--- config.mk ---
export PLATFORM = sky130hd
export DESIGN_NAME = dchw_host_words
export DESIGN_NICKNAME = d
export VERILOG_FILES = /design/src/hdl/dchw_pkg.sv /design/src/hdl/dchw_host_words.sv
export SDC_FILE = /design/constraint.sdc
export NUM_CORES = 1
export LEC_CHECK = 0
export ABC_AREA = 0
export BUFFER_PORTS_ARGS = -buffer_cell sky130_fd_sc_hd__clkbuf_2
export CAP_MARGIN = 20
export CORE_MARGIN = 2
export CORE_UTILIZATION = 45
export DETAILED_ROUTE_END_ITERATION = 8
export GPL_TIMING_DRIVEN = 0
export PLACE_DENSITY = 0.66
export RECOVER_POWER = 100
export SYNTH_ARGS = -nofsm -noshare
export SYNTH_HDL_FRONTEND = slang
export SYNTH_SLANG_ARGS = --single-unit
--- constraint.sdc ---
create_clock -name mclk -period 2.6 [get_ports mclk]
set_input_delay 0.13 -clock mclk [delete_from_list [all_inputs] [get_ports mclk]]
set_output_delay 0.13 -clock mclk [all_outputs]
set_load 0.03 [all_outputs]
--- src/hdl/dchw_pkg.sv ---
// Constants and types for the disk controller host word interface
// Functional notes
// - Eight consecutive word addresses from a switch-selected base; drive status word first.
// - Transfer address takes 15 low bits from low word, 5 high from select word.
// - Byte count word gives the bytes moved by the operation.
// - Sector and cylinder words are held for the next operation.
// - Writing controller status with bit 0 clear starts the operation; written last.
// - New control words replace old status; drive status fields ignore host writes.
// - Writes during an operation complete normally but change nothing.
// - Reads while busy return a substitute status word with bit 0 clear.
// - Controller status bit 0 reads zero busy, one idle and command-ready.
// - Restore and seek report idle early; drive completion is signalled separately.
// - Interrupt enable set at start raises a completion interrupt on return to idle.
// - Clearing interrupt enable or completion bit clears the completion interrupt.
// - Four per-unit attention bits, set on ready or seek error, any selection.
// - Drive status word bits 8-11 attention, bits 12-15 host attention masks.
// - Interrupt asserted when any unit has attention and mask both set.
// - Host owns the mask bits; only the device sets attention and drive status.
// - Drive interrupt needs controller idle; dropped when the host clears the mask.
// - Every idle to busy change clears all pending controller interrupts.
`default_nettype none
package dchw_pkg;

  // ****************************************************************
  // Word map
  // ****************************************************************
  localparam int         DCHW_ADDR_W       = 8;
  localparam int         DCHW_BASE_W       = 5;
  localparam int         DCHW_WORDS        = 8;
  localparam logic [2:0] DCHW_IDX_DRV_STAT = 3'h0;
  localparam logic [2:0] DCHW_IDX_CMD_HEAD = 3'h1;
  localparam logic [2:0] DCHW_IDX_SECTOR   = 3'h2;
  localparam logic [2:0] DCHW_IDX_CYLINDER = 3'h3;
  localparam logic [2:0] DCHW_IDX_BYTE_CNT = 3'h4;
  localparam logic [2:0] DCHW_IDX_ADDR_LO  = 3'h5;
  localparam logic [2:0] DCHW_IDX_SEL_HI   = 3'h6;
  localparam logic [2:0] DCHW_IDX_CTL_STAT = 3'h7;

  // ****************************************************************
  // Field positions
  // ****************************************************************
  localparam int DCHW_DSTAT_W    = 8;   // Drive status bits 0..7
  localparam int DCHW_ATTN_LSB   = 8;   // Attention flags 8..11
  localparam int DCHW_MASK_LSB   = 12;  // Attention masks 12..15
  localparam int DCHW_UNITS      = 4;
  localparam int DCHW_CS_IDLE    = 0;
  localparam int DCHW_CS_IE      = 1;
  localparam int DCHW_CS_CC      = 2;
  localparam int DCHW_CS_ST_LSB  = 3;
  localparam int DCHW_ALO_W      = 15;
  localparam int DCHW_AHI_W      = 5;
  localparam int DCHW_PIN_W      = DCHW_DSTAT_W + DCHW_UNITS + DCHW_BASE_W;

  // ****************************************************************
  // Reset and substitute values
  // ****************************************************************
  localparam logic [15:0] DCHW_CS_RST     = 16'h0001;
  localparam logic [15:0] DCHW_WORD_RST   = 16'h0000;
  localparam logic [15:0] DCHW_BUSY_READ  = 16'h0000;

  // ****************************************************************
  // Types
  // ****************************************************************
  typedef enum logic [1:0] {
    DCHW_ST_IDLE = 2'b01,
    DCHW_ST_BUSY = 2'b10
  } dchw_op_t;

  typedef struct packed {
    logic                   req;
    logic                   we;
    logic [DCHW_ADDR_W-1:0] addr;
    logic [15:0]            wdata;
  } dchw_bus_req_t;

  typedef struct packed {
    logic        ack;
    logic [15:0] rdata;
  } dchw_bus_rsp_t;

  typedef struct packed {
    logic [15:0] command_head;
    logic [15:0] sector;
    logic [15:0] cylinder;
    logic [15:0] byte_count;
    logic [19:0] mem_addr;
    logic [15:0] select_word;
    logic [15:0] ctl_word;
  } dchw_params_t;

  typedef struct packed {
    dchw_op_t                   op;
    logic [DCHW_PIN_W-1:0]      s1;
    logic [DCHW_PIN_W-1:0]      s2;
    logic [DCHW_PIN_W-1:0]      s3;
    logic [DCHW_PIN_W-1:0]      pins;
    logic [DCHW_WORDS-1:0][15:0] words;
    logic                       ie_run;
    logic                       pend_cc;
    logic                       irq;
    logic                       start;
    dchw_bus_rsp_t              rsp;
    dchw_params_t               params;
  } dchw_state_t;

endpackage
`default_nettype wire

--- src/hdl/dchw_host_words.sv ---
// Host word interface of the disk controller: decode, words, interrupts
`default_nettype none
module dchw_host_words (
  input  wire logic                            mclk,         // System clock
  input  wire logic                            rst_n,        // Synchronous reset, low
  input  wire dchw_pkg::dchw_bus_req_t         bus_req,      // Host word access
  output var  dchw_pkg::dchw_bus_rsp_t         bus_rsp,      // Access answer
  input  wire logic [dchw_pkg::DCHW_BASE_W-1:0] base_sw,     // Base address switch
  input  wire logic [dchw_pkg::DCHW_DSTAT_W-1:0] drv_status, // Selected drive status pins
  input  wire logic [dchw_pkg::DCHW_UNITS-1:0] drv_attn,     // Per-unit attention pins
  input  wire logic                            op_done,      // Engine finished, pulse
  input  wire logic [15:0]                     op_status,    // Engine final status
  output var  logic                            op_start,     // Start pulse to engine
  output var  logic                            op_busy,      // Operation running
  output var  dchw_pkg::dchw_params_t          op_params,    // Latched operation words
  output var  logic                            irq           // Interrupt to host
);
  import dchw_pkg::*;

  dchw_state_t st_reg;
  dchw_state_t st_next;

  // ****************************************************************
  // Functions
  // ****************************************************************

  // Per-bit filter: take a bit once stages two and three agree
  function automatic logic [DCHW_PIN_W-1:0] pin_filter(
    input logic [DCHW_PIN_W-1:0] a,
    input logic [DCHW_PIN_W-1:0] b,
    input logic [DCHW_PIN_W-1:0] held
  );
    logic [DCHW_PIN_W-1:0] diff;
    diff = a ^ b;
    return (~diff & a) | (diff & held);
  endfunction

  // Address hit on the eight-word window
  function automatic logic word_hit(
    input logic [DCHW_ADDR_W-1:0] addr,
    input logic [DCHW_BASE_W-1:0] base
  );
    return addr[DCHW_ADDR_W-1:3] == base;
  endfunction

  // Masked attention condition
  function automatic logic attn_pending(
    input logic [DCHW_PIN_W-1:0] pins,
    input logic [15:0]           mask_word
  );
    logic [DCHW_UNITS-1:0] attn;
    logic [DCHW_UNITS-1:0] mask;
    attn = pins[DCHW_DSTAT_W +: DCHW_UNITS];
    mask = mask_word[DCHW_MASK_LSB +: DCHW_UNITS];
    return |(attn & mask);
  endfunction

  // ****************************************************************
  // Next state
  // ****************************************************************
  logic                     hit;
  logic                     idle;
  logic [2:0]               idx;
  logic [DCHW_UNITS-1:0]    attn_now;
  logic [DCHW_DSTAT_W-1:0]  dstat_now;
  logic [DCHW_BASE_W-1:0]   base_now;
  logic [15:0]              rd_word;

  always_comb begin
    st_next   = st_reg;
    idle      = (st_reg.op == DCHW_ST_IDLE);
    dstat_now = st_reg.pins[0 +: DCHW_DSTAT_W];
    attn_now  = st_reg.pins[DCHW_DSTAT_W +: DCHW_UNITS];
    base_now  = st_reg.pins[DCHW_DSTAT_W+DCHW_UNITS +: DCHW_BASE_W];
    idx       = bus_req.addr[2:0];
    hit       = bus_req.req && word_hit(bus_req.addr, base_now);
    st_next.start = 1'b0;

    // Pin synchronisers, three stages then agreement filter
    // base switch, per-unit attention and drive status pins
    st_next.s1   = {base_sw, drv_attn, drv_status};
    st_next.s2   = st_reg.s1;
    st_next.s3   = st_reg.s2;
    st_next.pins = pin_filter(st_reg.s2, st_reg.s3, st_reg.pins);

    // Read view of the selected word
    rd_word = st_reg.words[idx];
    if (idx == DCHW_IDX_DRV_STAT) begin
      rd_word = {st_reg.words[DCHW_IDX_DRV_STAT][DCHW_MASK_LSB +: DCHW_UNITS], attn_now, dstat_now};
    end
    if (!idle) begin
      rd_word = DCHW_BUSY_READ;
    end
    st_next.rsp.ack   = hit;
    st_next.rsp.rdata = hit && !bus_req.we ? rd_word : DCHW_WORD_RST;

    // writes during an operation are acknowledged and dropped
    if (hit && bus_req.we && idle) begin
      unique case (idx)
        DCHW_IDX_DRV_STAT: begin
          // only the mask field takes host data
          // host owns masks, drive owns the rest
          st_next.words[DCHW_IDX_DRV_STAT] = DCHW_WORD_RST;
          st_next.words[DCHW_IDX_DRV_STAT][DCHW_MASK_LSB +: DCHW_UNITS] =
            bus_req.wdata[DCHW_MASK_LSB +: DCHW_UNITS];
        end
        DCHW_IDX_CTL_STAT: begin
          if (!bus_req.wdata[DCHW_CS_IDLE]) begin
            // start on bit 0 written clear
            st_next.op     = DCHW_ST_BUSY;
            st_next.start  = 1'b1;
            st_next.ie_run = bus_req.wdata[DCHW_CS_IE];
            st_next.words[DCHW_IDX_CTL_STAT] = bus_req.wdata;
            // idle to busy clears pending interrupts
            st_next.pend_cc = 1'b0;
            st_next.params.mem_addr = {st_reg.words[DCHW_IDX_SEL_HI][0 +: DCHW_AHI_W],
                                       st_reg.words[DCHW_IDX_ADDR_LO][0 +: DCHW_ALO_W]};
            st_next.params.byte_count   = st_reg.words[DCHW_IDX_BYTE_CNT];
            // sector and cylinder for this operation
            st_next.params.sector       = st_reg.words[DCHW_IDX_SECTOR];
            st_next.params.cylinder     = st_reg.words[DCHW_IDX_CYLINDER];
            st_next.params.command_head = st_reg.words[DCHW_IDX_CMD_HEAD];
            st_next.params.select_word  = st_reg.words[DCHW_IDX_SEL_HI];
            st_next.params.ctl_word     = bus_req.wdata;
          end else begin
            // new control word replaces old status, idle bit kept
            st_next.words[DCHW_IDX_CTL_STAT] = bus_req.wdata;
            // clearing enable or completion drops the interrupt
            if (!bus_req.wdata[DCHW_CS_IE] || !bus_req.wdata[DCHW_CS_CC]) begin
              st_next.pend_cc = 1'b0;
            end
          end
        end
        default: begin
          st_next.words[idx] = bus_req.wdata;
        end
      endcase
    end

    // Engine completion: back to idle with its status
    if (!idle && op_done) begin
      st_next.op = DCHW_ST_IDLE;
      // idle reported regardless of drive motion
      st_next.words[DCHW_IDX_CTL_STAT] = {op_status[15:DCHW_CS_ST_LSB], 1'b1, st_reg.ie_run, 1'b1};
      // completion interrupt if enabled at start
      st_next.pend_cc = st_reg.ie_run;
    end

    st_next.irq = st_next.pend_cc ||
                  ((st_next.op == DCHW_ST_IDLE) &&
                   attn_pending(st_next.pins, st_next.words[DCHW_IDX_DRV_STAT]));
  end

  // ****************************************************************
  // State register
  // ****************************************************************

  // idle, status bit 0 set, interrupt low after reset
  always_ff @(posedge mclk) begin
    if (!rst_n) begin
      st_reg        <= '0;
      st_reg.op     <= DCHW_ST_IDLE;
      st_reg.words[DCHW_IDX_CTL_STAT] <= DCHW_CS_RST;
    end else begin
      st_reg <= st_next;
    end
  end

  // Outputs straight from the state register
  assign bus_rsp   = st_reg.rsp;
  assign op_start  = st_reg.start;
  assign op_busy   = (st_reg.op == DCHW_ST_BUSY);
  assign op_params = st_reg.params;
  assign irq       = st_reg.irq;

endmodule
`default_nettype wire

* After elaboration in Yosys (flattened, before gate mapping)
Index checks and enable logic that the tools add are counted.
** Storage, ports and cells
- Register bits :: 334
- Output and inout bits :: 136
- Logic and storage cells :: 93
- Input port bits :: 62
** Operators by class
- Multiplexer cells :: 21
- Bitwise operators :: 11
- Magnitude comparators :: 2
- Reduce and logical (&&, ||, !) cells :: 25
- Equal/unequal tests :: 6
** Operator list (number)
- $mux 130 :: 1
- $bwmux 128 :: 1
- $mux 96 :: 1
- $mux 16 :: 4
- $pmux 16 s2 :: 2
- $bmux 16 s3 :: 1
- $demux 16 s3 :: 1
- $and 17x17->17 :: 2
- $not 17->17 :: 1
- $or 17x17->17 :: 1
- $xor 17x17->17 :: 1
- $mux 2 :: 5
- $reduce_and 3->1 :: 3
- $reduce_and 2->1 :: 4
- $logic_and 1x1->1 :: 7
- $eq 5x5->1 :: 1
- $mux 1 :: 5
- $not 1->1 :: 5
- $and 4x4->4 :: 1
- $eq 2x1->1 const B :: 2
- $logic_not 1->1 :: 4
- $lt 3x4->1 const B :: 1
- $reduce_or 2->1 :: 2
- $reduce_or 4->1 :: 1
- other kinds (7) :: 8

* Depth between registers and ports, before layout
Gate-level depths: netlist of the first run.
- Depth in word-level cells :: 11
- Gate-level depth with buffers :: 8
- Mapped depth without buffers :: 5

* Worst setup path after synthesis of the first run
Ideal clock, no wire load.
- Path kind :: reg-to-reg
- From :: reg with a tool-made name
- To :: reg st_reg[249] in the netlist's numbering
- Data required time :: 2467 ps
- Clock period less this slack :: 1782 ps
- Setup slack :: 818 ps
- Arrival time :: 1649 ps
- Path buffers :: 1
- Stages on the path, launching flop included :: 7
- Cells stage by stage :: dfxtp_1 xnor2_2 nand4_2 nor3_4 buf_6 mux2i_1 nand3_1
** RTL lines
- end signal: assignment :: RTL line dchw_host_words.sv:165 : st_reg <= st_next;
- end: declaration :: RTL line dchw_host_words.sv:20 : dchw_state_t st_reg;

* Worst setup path after layout of the first run
- From :: reg st_reg[333] in the netlist's numbering
- To :: reg st_reg[249] in the netlist's numbering
** Between the ends
- Word-level cells in the longest chain between the ends :: 4
- Elaborated cells between the ends (all ways) :: 6
** Ends and longest elaborated chain
- $eq 2x1->1 * :: RTL line dchw_host_words.sv:71 : idle = (st_reg.op == DCHW_ST_IDLE);
- $logic_not 1->1 :: RTL line dchw_host_words.sv:141 : if (!idle && op_done) begin
- $logic_and 1x1->1 :: RTL line dchw_host_words.sv:141
- $reduce_or 2->1 (no line)
Mark *: on every way between the ends. The rest lies on a longest branch, timed or not.
A chain may end at the register's enable or synchronous reset.

==> results of run 1 <==
## cell usage after synthesis, types with 5 or more instances
cell type / instances / area (sq um)
a21oi_1: 138 / 691
and2_1: 58 / 363
buf_1: 8 / 30.0
buf_2: 13 / 65.1
buf_4: 144 / 1080
clkbuf_1: 70 / 263
dfxtp_1: 316 / 6330
mux2i_1: 36 / 360
mux4_2: 32 / 721
nand2_1: 301 / 1130
nand3_1: 102 / 510
nand4_1: 5 / 31.3
nor2_1: 21 / 78.8
o21ai_0: 122 / 611
## logic make-up after synthesis
family / share of synthesized area (%)
xor gates and xnor gates: 0.513
muxes: 8.52
and+or+nand+nor: 18.5
other: 0.0295
adders and majority gates: 0.316
AOI/OAI and AO/OA: 10.8
buffers and inverters: 11.5
DFF: 49.8
## worst min-delay path, stage by stage
cell and delay [ps]:
clkbuf_2 210, nand3_1 110, o21ai_0 70
## final timing paths
kind / endpoint / slack [ps] / depth (start not counted) / startpoint
setup / recovery: st_reg[249]$_SDFFE_PP1P_ / 130 / 6 / st_reg[333]$_SDFF_PN1_
hold / removal: st_reg[170]$_SDFFE_PN0P_ / 50 / 3 / bus_req[1]
setup reg to reg: st_reg[249]$_SDFFE_PP1P_ / 130 / 6 / st_reg[333]$_SDFF_PN1_
hold reg to reg: st_next[294]$_SDFF_PN0_ / 430 / 1 / st_next[311]$_SDFF_PN0_
## stage by stage
stage / hold slack (ps) / instances / utilization (%)
2_1_floorplan: 257 / 1413 / -
3_3_place_gp: 335 / 1978 / 50.8
3_5_place_dp: 340 / 1978 / 50.8
4_1_cts: 33.0 / 2068 / 56.2
5_1_grt: 56.5 / 2068 / 55.5
6_report: 52.6 / 2068 / 55.5
## cell type report
cell class | count | area, sq um
buffer | 236 | 1440
clock buffer | 46 | 987
clock inverter | 12 | 193
fill | 2632 | 12400
inverter | 2 | 7.51
multi-input combinational | 859 | 4890
sequential | 316 | 6330
tap | 378 | 473
timing repair buffer | 219 | 1090
## metal layers
metal / wire length (um) / vias to the layer above / GRT usage [%] / part of all wire, %
li1: - / 5160 / - / -
met1: 17000 / 5223 / 37.6 / 42
met2: 18600 / 529 / 44.5 / 46
met3: 3810 / 75 / 3.98 / 9.3
met4: 1430 / 0 / 10.1 / 3.5
met5: 0 / - / 0 / 0
## power breakdown
group	internal, mW	switching (mW)	total, mW
Combinational	0.138	0.273	0.411
Sequential	4.88	0.0138	4.89
Clock	3.16	1.96	5.12
Total	8.17	2.25	10.4
## repair_timing
item,CTS,global route
hold endpoints to repair,31,0
endpoints found under the setup margin,1,0
gates resized for setup,1,0
buffers inserted,0,0
hold buffers,32,0
==> flow_summary.ini, run 1 <==
[clock_tree]
cts_tree = yes
cts_max_level = 2
cts-root-buf = clkbuf_16
clock_sink_count = 316
cts-buffers-inserted = 34
path_clk_slew_ps = 60
clock_latency_ps = 520
cts_max_path_buffers = 3

[layout]
drive_gt1_share_pct = 18.0
largest_reg_flops = 136
finalInstanceArea_sq_um = 15400
final_common_cell = dfxtp_1
finalNetCount = 1730
diodes = 0
syn_to_final_growth_pct = 21.4
final_cell_mix = dfxtp_1, nand2_1, clkbuf_1

[grt]
grtUsageTotal_pct = 27.5
grt-ovfl-total = 0
grt_max_degree = 15
grt_pass1_vias = 10184
antenna_found_initial = 0
grt_pass1_wl_mm = 60.4

[synthesis]
syn_inst = 1413
syn_area_sq_um = 12700
synthFlopType = dfxtp_1
synth_nets = 1475
async_flop_share_pct = 0
synth_edf_count = 0
ys_warn_count = 0
synth.distinct_cells = 38
ys_seq_area_share_pct = 49.8
ys_seq_elements = 316
synth.avg_cell_area_sq_um = 8.98

[place]
dp_hpwl_mm = 30.2
placed_area_sq_um = 14100
place_ws_ps = -29.5
place.gp.congestion = 0.989
portBuffers = 187

[critical_path]
max_stage_delay_ps = 830
endpoint_kind = flip-flop
critPathBufInv = 1
cp_top_family = simple AND/OR/NAND/NOR gates
cp.required_ps = 2960
crit_arrival_ps = 2830
crit_type = flip-flop to flip-flop
path_cells = and3b_1 -> nand4_2 -> nor3_2 -> buf_6 -> mux2i_1 -> nand3_1
cpMaxStageDelayCell = nor3_2
start_kind = flip-flop
path_max_fanout = 10

[pwr]
vdd_drop_max_mv = 0.360
power.total_mw = 10.4
p_leak_nw = 5.71
power_density_nw_per_um2 = 676

[sta]
period_share_pct = 95.2
worst_slack_ps = 126
finClkSkew_ps = 19.1
drv_slew = 0
worstMarginPinSlew_ps = 959
setup_violations = 0
fin_tns_setup_ps = 0
finalHoldViolCount = 0
min_period_ps = 2470
rsz0062_at_grt = false
fmax_ghz = 0.404
slew_headroom_pct = 35.7

[floorplan]
die_area_sq_um = 29600
core_sq_um = 27800
initial_core_util_pct = 45.7
die_h_um = 172
ios = 198
die_x_um = 172
rows = 61

[route]
wl_per_cell_um = 19.8
drtIter0Drc = 978
drt-total-wl_mm = 40.9
drc_errors = 0
ant_nets = 0
vias_per_cell = 5.31
vias = 10987
first_pass_iters = 6

[run]
maxCapViolations = 0

[worst_hold_path]
hp-class = input pin to flip-flop

[run_status]
status = finished, final reports clean
Power figures use the tool's default switching activity.
==> inputs of run 2 (changes only) <==
Settings changed: GPL_TIMING_DRIVEN 0 to 1, PLACE_DENSITY 0.66 to 0.7.
==> run 2 against run 1 <==
Net effect: the run now ends with capacitance limit, slew limit left; global-route usage shrank 3.8 points; total power grew 0.51%; clock power up 2%; sequential power about the same; final area decreased by 7.8%; count of clock-buffer cells in the layout grew 4; cell count is 10% lower; critical path type unchanged; highest routed layer unchanged.
==> flow_summary.ini, run 2 (synthesized netlist as in run 1, its figures left out) <==
[route]
drtIter0Drc = 1167
vias = 10014
first_pass_iters = 6
drc_errors = 0
drt-total-wl_mm = 35.2
wl_per_cell_um = 18.9
vias_per_cell = 5.38
ant_nets = 0

[floorplan]
rows = 61
initial_core_util_pct = 45.7
core_sq_um = 27800
die_h_um = 172
die_x_um = 172
die_area_sq_um = 29600
ios = 198

[layout]
utilization_pct = 51.1
final_common_cell = dfxtp_1
final_cell_mix = dfxtp_1, nand2_1, clkbuf_1
num-fill-cells = 2666
regArea_sq_um = 6330
diodes = 0
finalNetCount = 1521
syn_to_final_growth_pct = 11.9
drive_gt1_share_pct = 11.5
largest_reg_flops = 136
finalInstanceArea_sq_um = 14200
multi_input_area_sq_um = 4870

[grt]
grt_pass1_vias = 9347
grt-ovfl-total = 0
grt_pass1_wl_mm = 53.4
grtUsageTotal_pct = 23.7
grt_max_degree = 129
antenna_found_initial = 0

[critical_path]
path_max_fanout = 8
cp.required_ps = 2990
crit_arrival_ps = 2640
cp_top_family = simple AND/OR/NAND/NOR gates
max_stage_delay_ps = 430
path_cells = xnor2_1 -> nand4_1 -> nor3_4 -> clkbuf_2 -> mux2i_1 -> a21oi_1
critPathBufInv = 1
crit_type = flip-flop to flip-flop
endpoint_kind = flip-flop
cpMaxStageDelayCell = nor3_4
start_kind = flip-flop

[clock_tree]
cts_tree = yes
post_cts_resized = 0
cts-root-buf = clkbuf_16
clock_sink_count = 316
path_clk_slew_ps = 60
cts_max_level = 2
cts_max_path_buffers = 3
cts-buffers-inserted = 34
clock_latency_ps = 510

[worst_hold_path]
hp-class = input pin to flip-flop

[sta]
fmax_ghz = 0.444
fin_tns_setup_ps = 0
setup_violations = 0
period_share_pct = 86.7
slew_headroom_pct = -4.68
rsz0062_at_grt = false
worstMarginPinSlew_ps = 1570
finalHoldViolCount = 0
drv_slew = 171
finClkSkew_ps = 10.7
min_period_ps = 2250

[run_status]
violations = capacitance limit, slew limit
status = finished, violations left

[pwr]
power_density_nw_per_um2 = 737
p_leak_nw = 4.93
vdd_drop_max_mv = 0.421

[place]
placed_area_sq_um = 13000
place.gp.congestion = 0.897
dp_hpwl_mm = 24.4
portBuffers = 193

[run]
maxCapViolations = 2
## run 2: cell count changes in the layout (fill, tap and decap cells not counted), sizes merged
cell | before | now
buf | 161 | 14
dlygate4sd3 | 32 | 31
bufinv | 5 | 6
inv | 4 | 3
clkbuf | 308 | 251
clkinv | 5 | 4
## run 2: cell type report
cell class	count	area share, %
well taps	378	3.33
inverters	2	0.0705
repair buffers	246	9.19
flip-flops and latches	316	44.5
clock inverters	11	1.47
clock buffers	50	7.14
multi-input cells	859	34.3
## run 2: routing by layer
layer,global-route usage [%],wire (um)
met1,32.6,15100
met2,37.0,15800
met3,4.78,3130
met4,9.10,1190
met5,0,0
## run 2: power by group
| group | switching (mW) | internal, mW | leakage, nW |
|---|---|---|---|
| clock | 1.91 | 3.31 | 0.600 |
| combinational | 0.234 | 0.132 | 1.78 |
| sequential | 0.0134 | 4.88 | 2.55 |
## run 2: metrics by stage
step                setup WS (ps)  std cells  hold slack (ps)  total power [mW]
floorplan                     818       1413              257              5.19
global placement              606       1770              336              5.33
detailed placement            572       1770              343              5.33
CTS                           559       1862             2.12              10.5
global route                  206       1862             5.40              10.8
finish                        346       1862             13.9              10.5
## run 2: worst paths after layout
path,slack [ps],cells after the start,start,end
max,350,6,flip-flop,st_reg[259]$_SDFFE_PN0P_
min,10,4,bus_req[20],bus_rsp[16]$_SDFF_PN0_
max reg2reg,350,6,flip-flop,st_reg[259]$_SDFFE_PN0P_
min reg2reg,430,1,st_next[312]$_SDFF_PN0_,st_next[295]$_SDFF_PN0_
## run 2: tightest hold or removal path, stage by stage
cell and delay (ps):
clkbuf_2 90, nand2b_1 90, nand3_1 90, nor3_1 60
## run 2: repair_timing
item,in CTS,in global routing
hold buffers,31,0
setup buffers,0,0
setup endpoints to repair,0,0
hold endpoints to repair,32,0
==> inputs of run 3 (changes only) <==
==> constraint.sdc (replaced) <==
create_clock -name mclk -period 2.6 [get_ports mclk]
set_input_delay 0.39 -clock mclk [delete_from_list [all_inputs] [get_ports mclk]]
set_output_delay 0.39 -clock mclk [all_outputs]
set_load 0.03 [all_outputs]
==> run 3 against run 2 <==
Net effect: the flow still finishes with violations (capacitance limit, slew limit); global-route usage decreased by 0.19 points; flip-flop and latch count is the same; via count down 1.5%; routed wire length shrank 0.15%; critical path type unchanged; critical endpoint is now st_reg[198]$_SDFFE_PN0P_.
==> flow_summary.ini, run 3 (synthesized netlist as in run 1, its figures left out) <==
[run_status]
status = finished, violations left
violations = capacitance limit, slew limit

[sta]
fin_tns_setup_ps = 0
drv_slew = 39
setup_violations = 0
min_period_ps = 2180
slew_headroom_pct = -7.20
finalHoldViolCount = 0
fmax_ghz = 0.458
worstMarginPinSlew_ps = 1610
period_share_pct = 84.0
rsz0062_at_grt = false
finClkSkew_ps = 16.8

[route]
first_pass_iters = 5
vias = 9859
drtIter0Drc = 907
wl_per_cell_um = 19.2
drt-total-wl_mm = 35.2
drc_errors = 0
vias_per_cell = 5.39
ant_nets = 0

[clock_tree]
clock_sink_count = 316
path_clk_slew_ps = 60
post_cts_resized = 0
cts_hold_buf = 0
cts-buffers-inserted = 34
cts-root-buf = clkbuf_16
cts_tree = yes
postCtsSetupRepairBufs = 0
clock_latency_ps = 510
cts_max_path_buffers = 3
cts_max_level = 2

[grt]
grt_pass1_vias = 9047
grt_pass1_wl_mm = 53.0
antenna_found_initial = 0
grtUsageTotal_pct = 23.5
grt_max_degree = 129
grt-ovfl-total = 0

[floorplan]
core_sq_um = 27800
die_x_um = 172
die_area_sq_um = 29600
initial_core_util_pct = 45.7
ios = 198
die_h_um = 172
rows = 61

[run]
maxCapViolations = 1

[pwr]
p_leak_nw = 4.82
vdd_drop_max_mv = 0.381
power.total_mw = 10.2
power_density_nw_per_um2 = 732

[layout]
syn_to_final_growth_pct = 9.73
final_cell_mix = dfxtp_1, nand2_1, clkbuf_1
finalNetCount = 1491
fin_cells = 1830
largest_reg_flops = 136
drive_gt1_share_pct = 12.2
diodes = 0
final_common_cell = dfxtp_1

[critical_path]
crit_type = flip-flop to flip-flop
reg2reg_to = st_reg[198]$_SDFFE_PN0P_
crit_end = st_reg[198]$_SDFFE_PN0P_
endpoint_kind = flip-flop
r2r_slack_ps = 420
start_kind = flip-flop
path_max_fanout = 32
crit_arrival_ps = 2540
cp.required_ps = 2950
r2r_cells = 6

[worst_hold_path]
hp-class = input pin to flip-flop

[place]
place.gp.congestion = 0.893
place_inst = 1771
portBuffers = 193
dp_hpwl_mm = 24.4
==> run 3: cell count changes in the layout (fill, tap and decap cells not counted), moves of 2 or more <==
cell and change:
dlygate4sd3_1 -31, buf_12 +2, clkbuf_1 -2, clkbuf_8 +6, bufinv_16 -4, and2_1 +14
and2_0 -14, nor4b_4 +2, xnor2_2 +2, xnor2_1 -2, clkinv_4 +2, clkbuf_2 -5
nor4b_1 -2
==> run 3: worst min path at each step <==
stage,from,end,slack [ps],cells after the start
finish,base_sw[1],st_next[312]$_SDFF_PN0_,90,2
CTS,base_sw[1],st_next[312]$_SDFF_PN0_,80,2
detailed placement,st_next[315]$_SDFF_PN0_,st_next[298]$_SDFF_PN0_,420,1
global route,base_sw[1],st_next[312]$_SDFF_PN0_,100,2
global placement,st_next[314]$_SDFF_PN0_,st_next[297]$_SDFF_PN0_,420,1
floorplan,st_next[299]$_SDFF_PN0_,st_next[282]$_SDFF_PN0_,410,1
==> run 3: report_power, final <==
part / total, mW / switching, mW / internal (mW)
logic: 0.339 / 0.229 / 0.109
registers: 4.89 / 0.0131 / 4.88
clock network: 4.96 / 1.90 / 3.07
total: 10.2 / 2.14 / 8.05
==> run 3: layout make-up <==
class	count	area, sq um
clock inverters	7	92.6
fillers	2710	13900
well taps	378	473
clock buffers	52	1080
inverters	2	10.0
repair buffers	216	1030
flip-flops and latches	316	6330
multi-input cells	859	4910
==> run 3: layer usage <==
layer | wire [um] | global-route usage [%] | up-vias
met1 | 15100 | 32.3 | 4705
met2 | 16100 | 37.3 | 427
li1 | - | - | 4666
met5 | 0 | 0 | -
met4 | 1060 | 8.07 | 0
met3 | 2970 | 4.60 | 61
==> run 3: worst max-delay path: stages, from the launching register on <==
cell      delay, ps
dfxtp_1         340
xnor2_2         200
nand4_1         180
buf_4           210
nor4_1          280
clkbuf_2        600
o21ai_0         200
==> run 3: through the flow <==
stage	hold WS [ps]	worst slack (ps)	area (sq um)	util (%)
2_1_floorplan	412	787	12700	-
3_3_place_gp	417	555	13000	46.7
3_5_place_dp	420	529	13000	46.7
4_1_cts	79.6	644	14200	50.9
5_1_grt	96.1	254	13900	50.1
6_report	93.3	416	13900	50.1
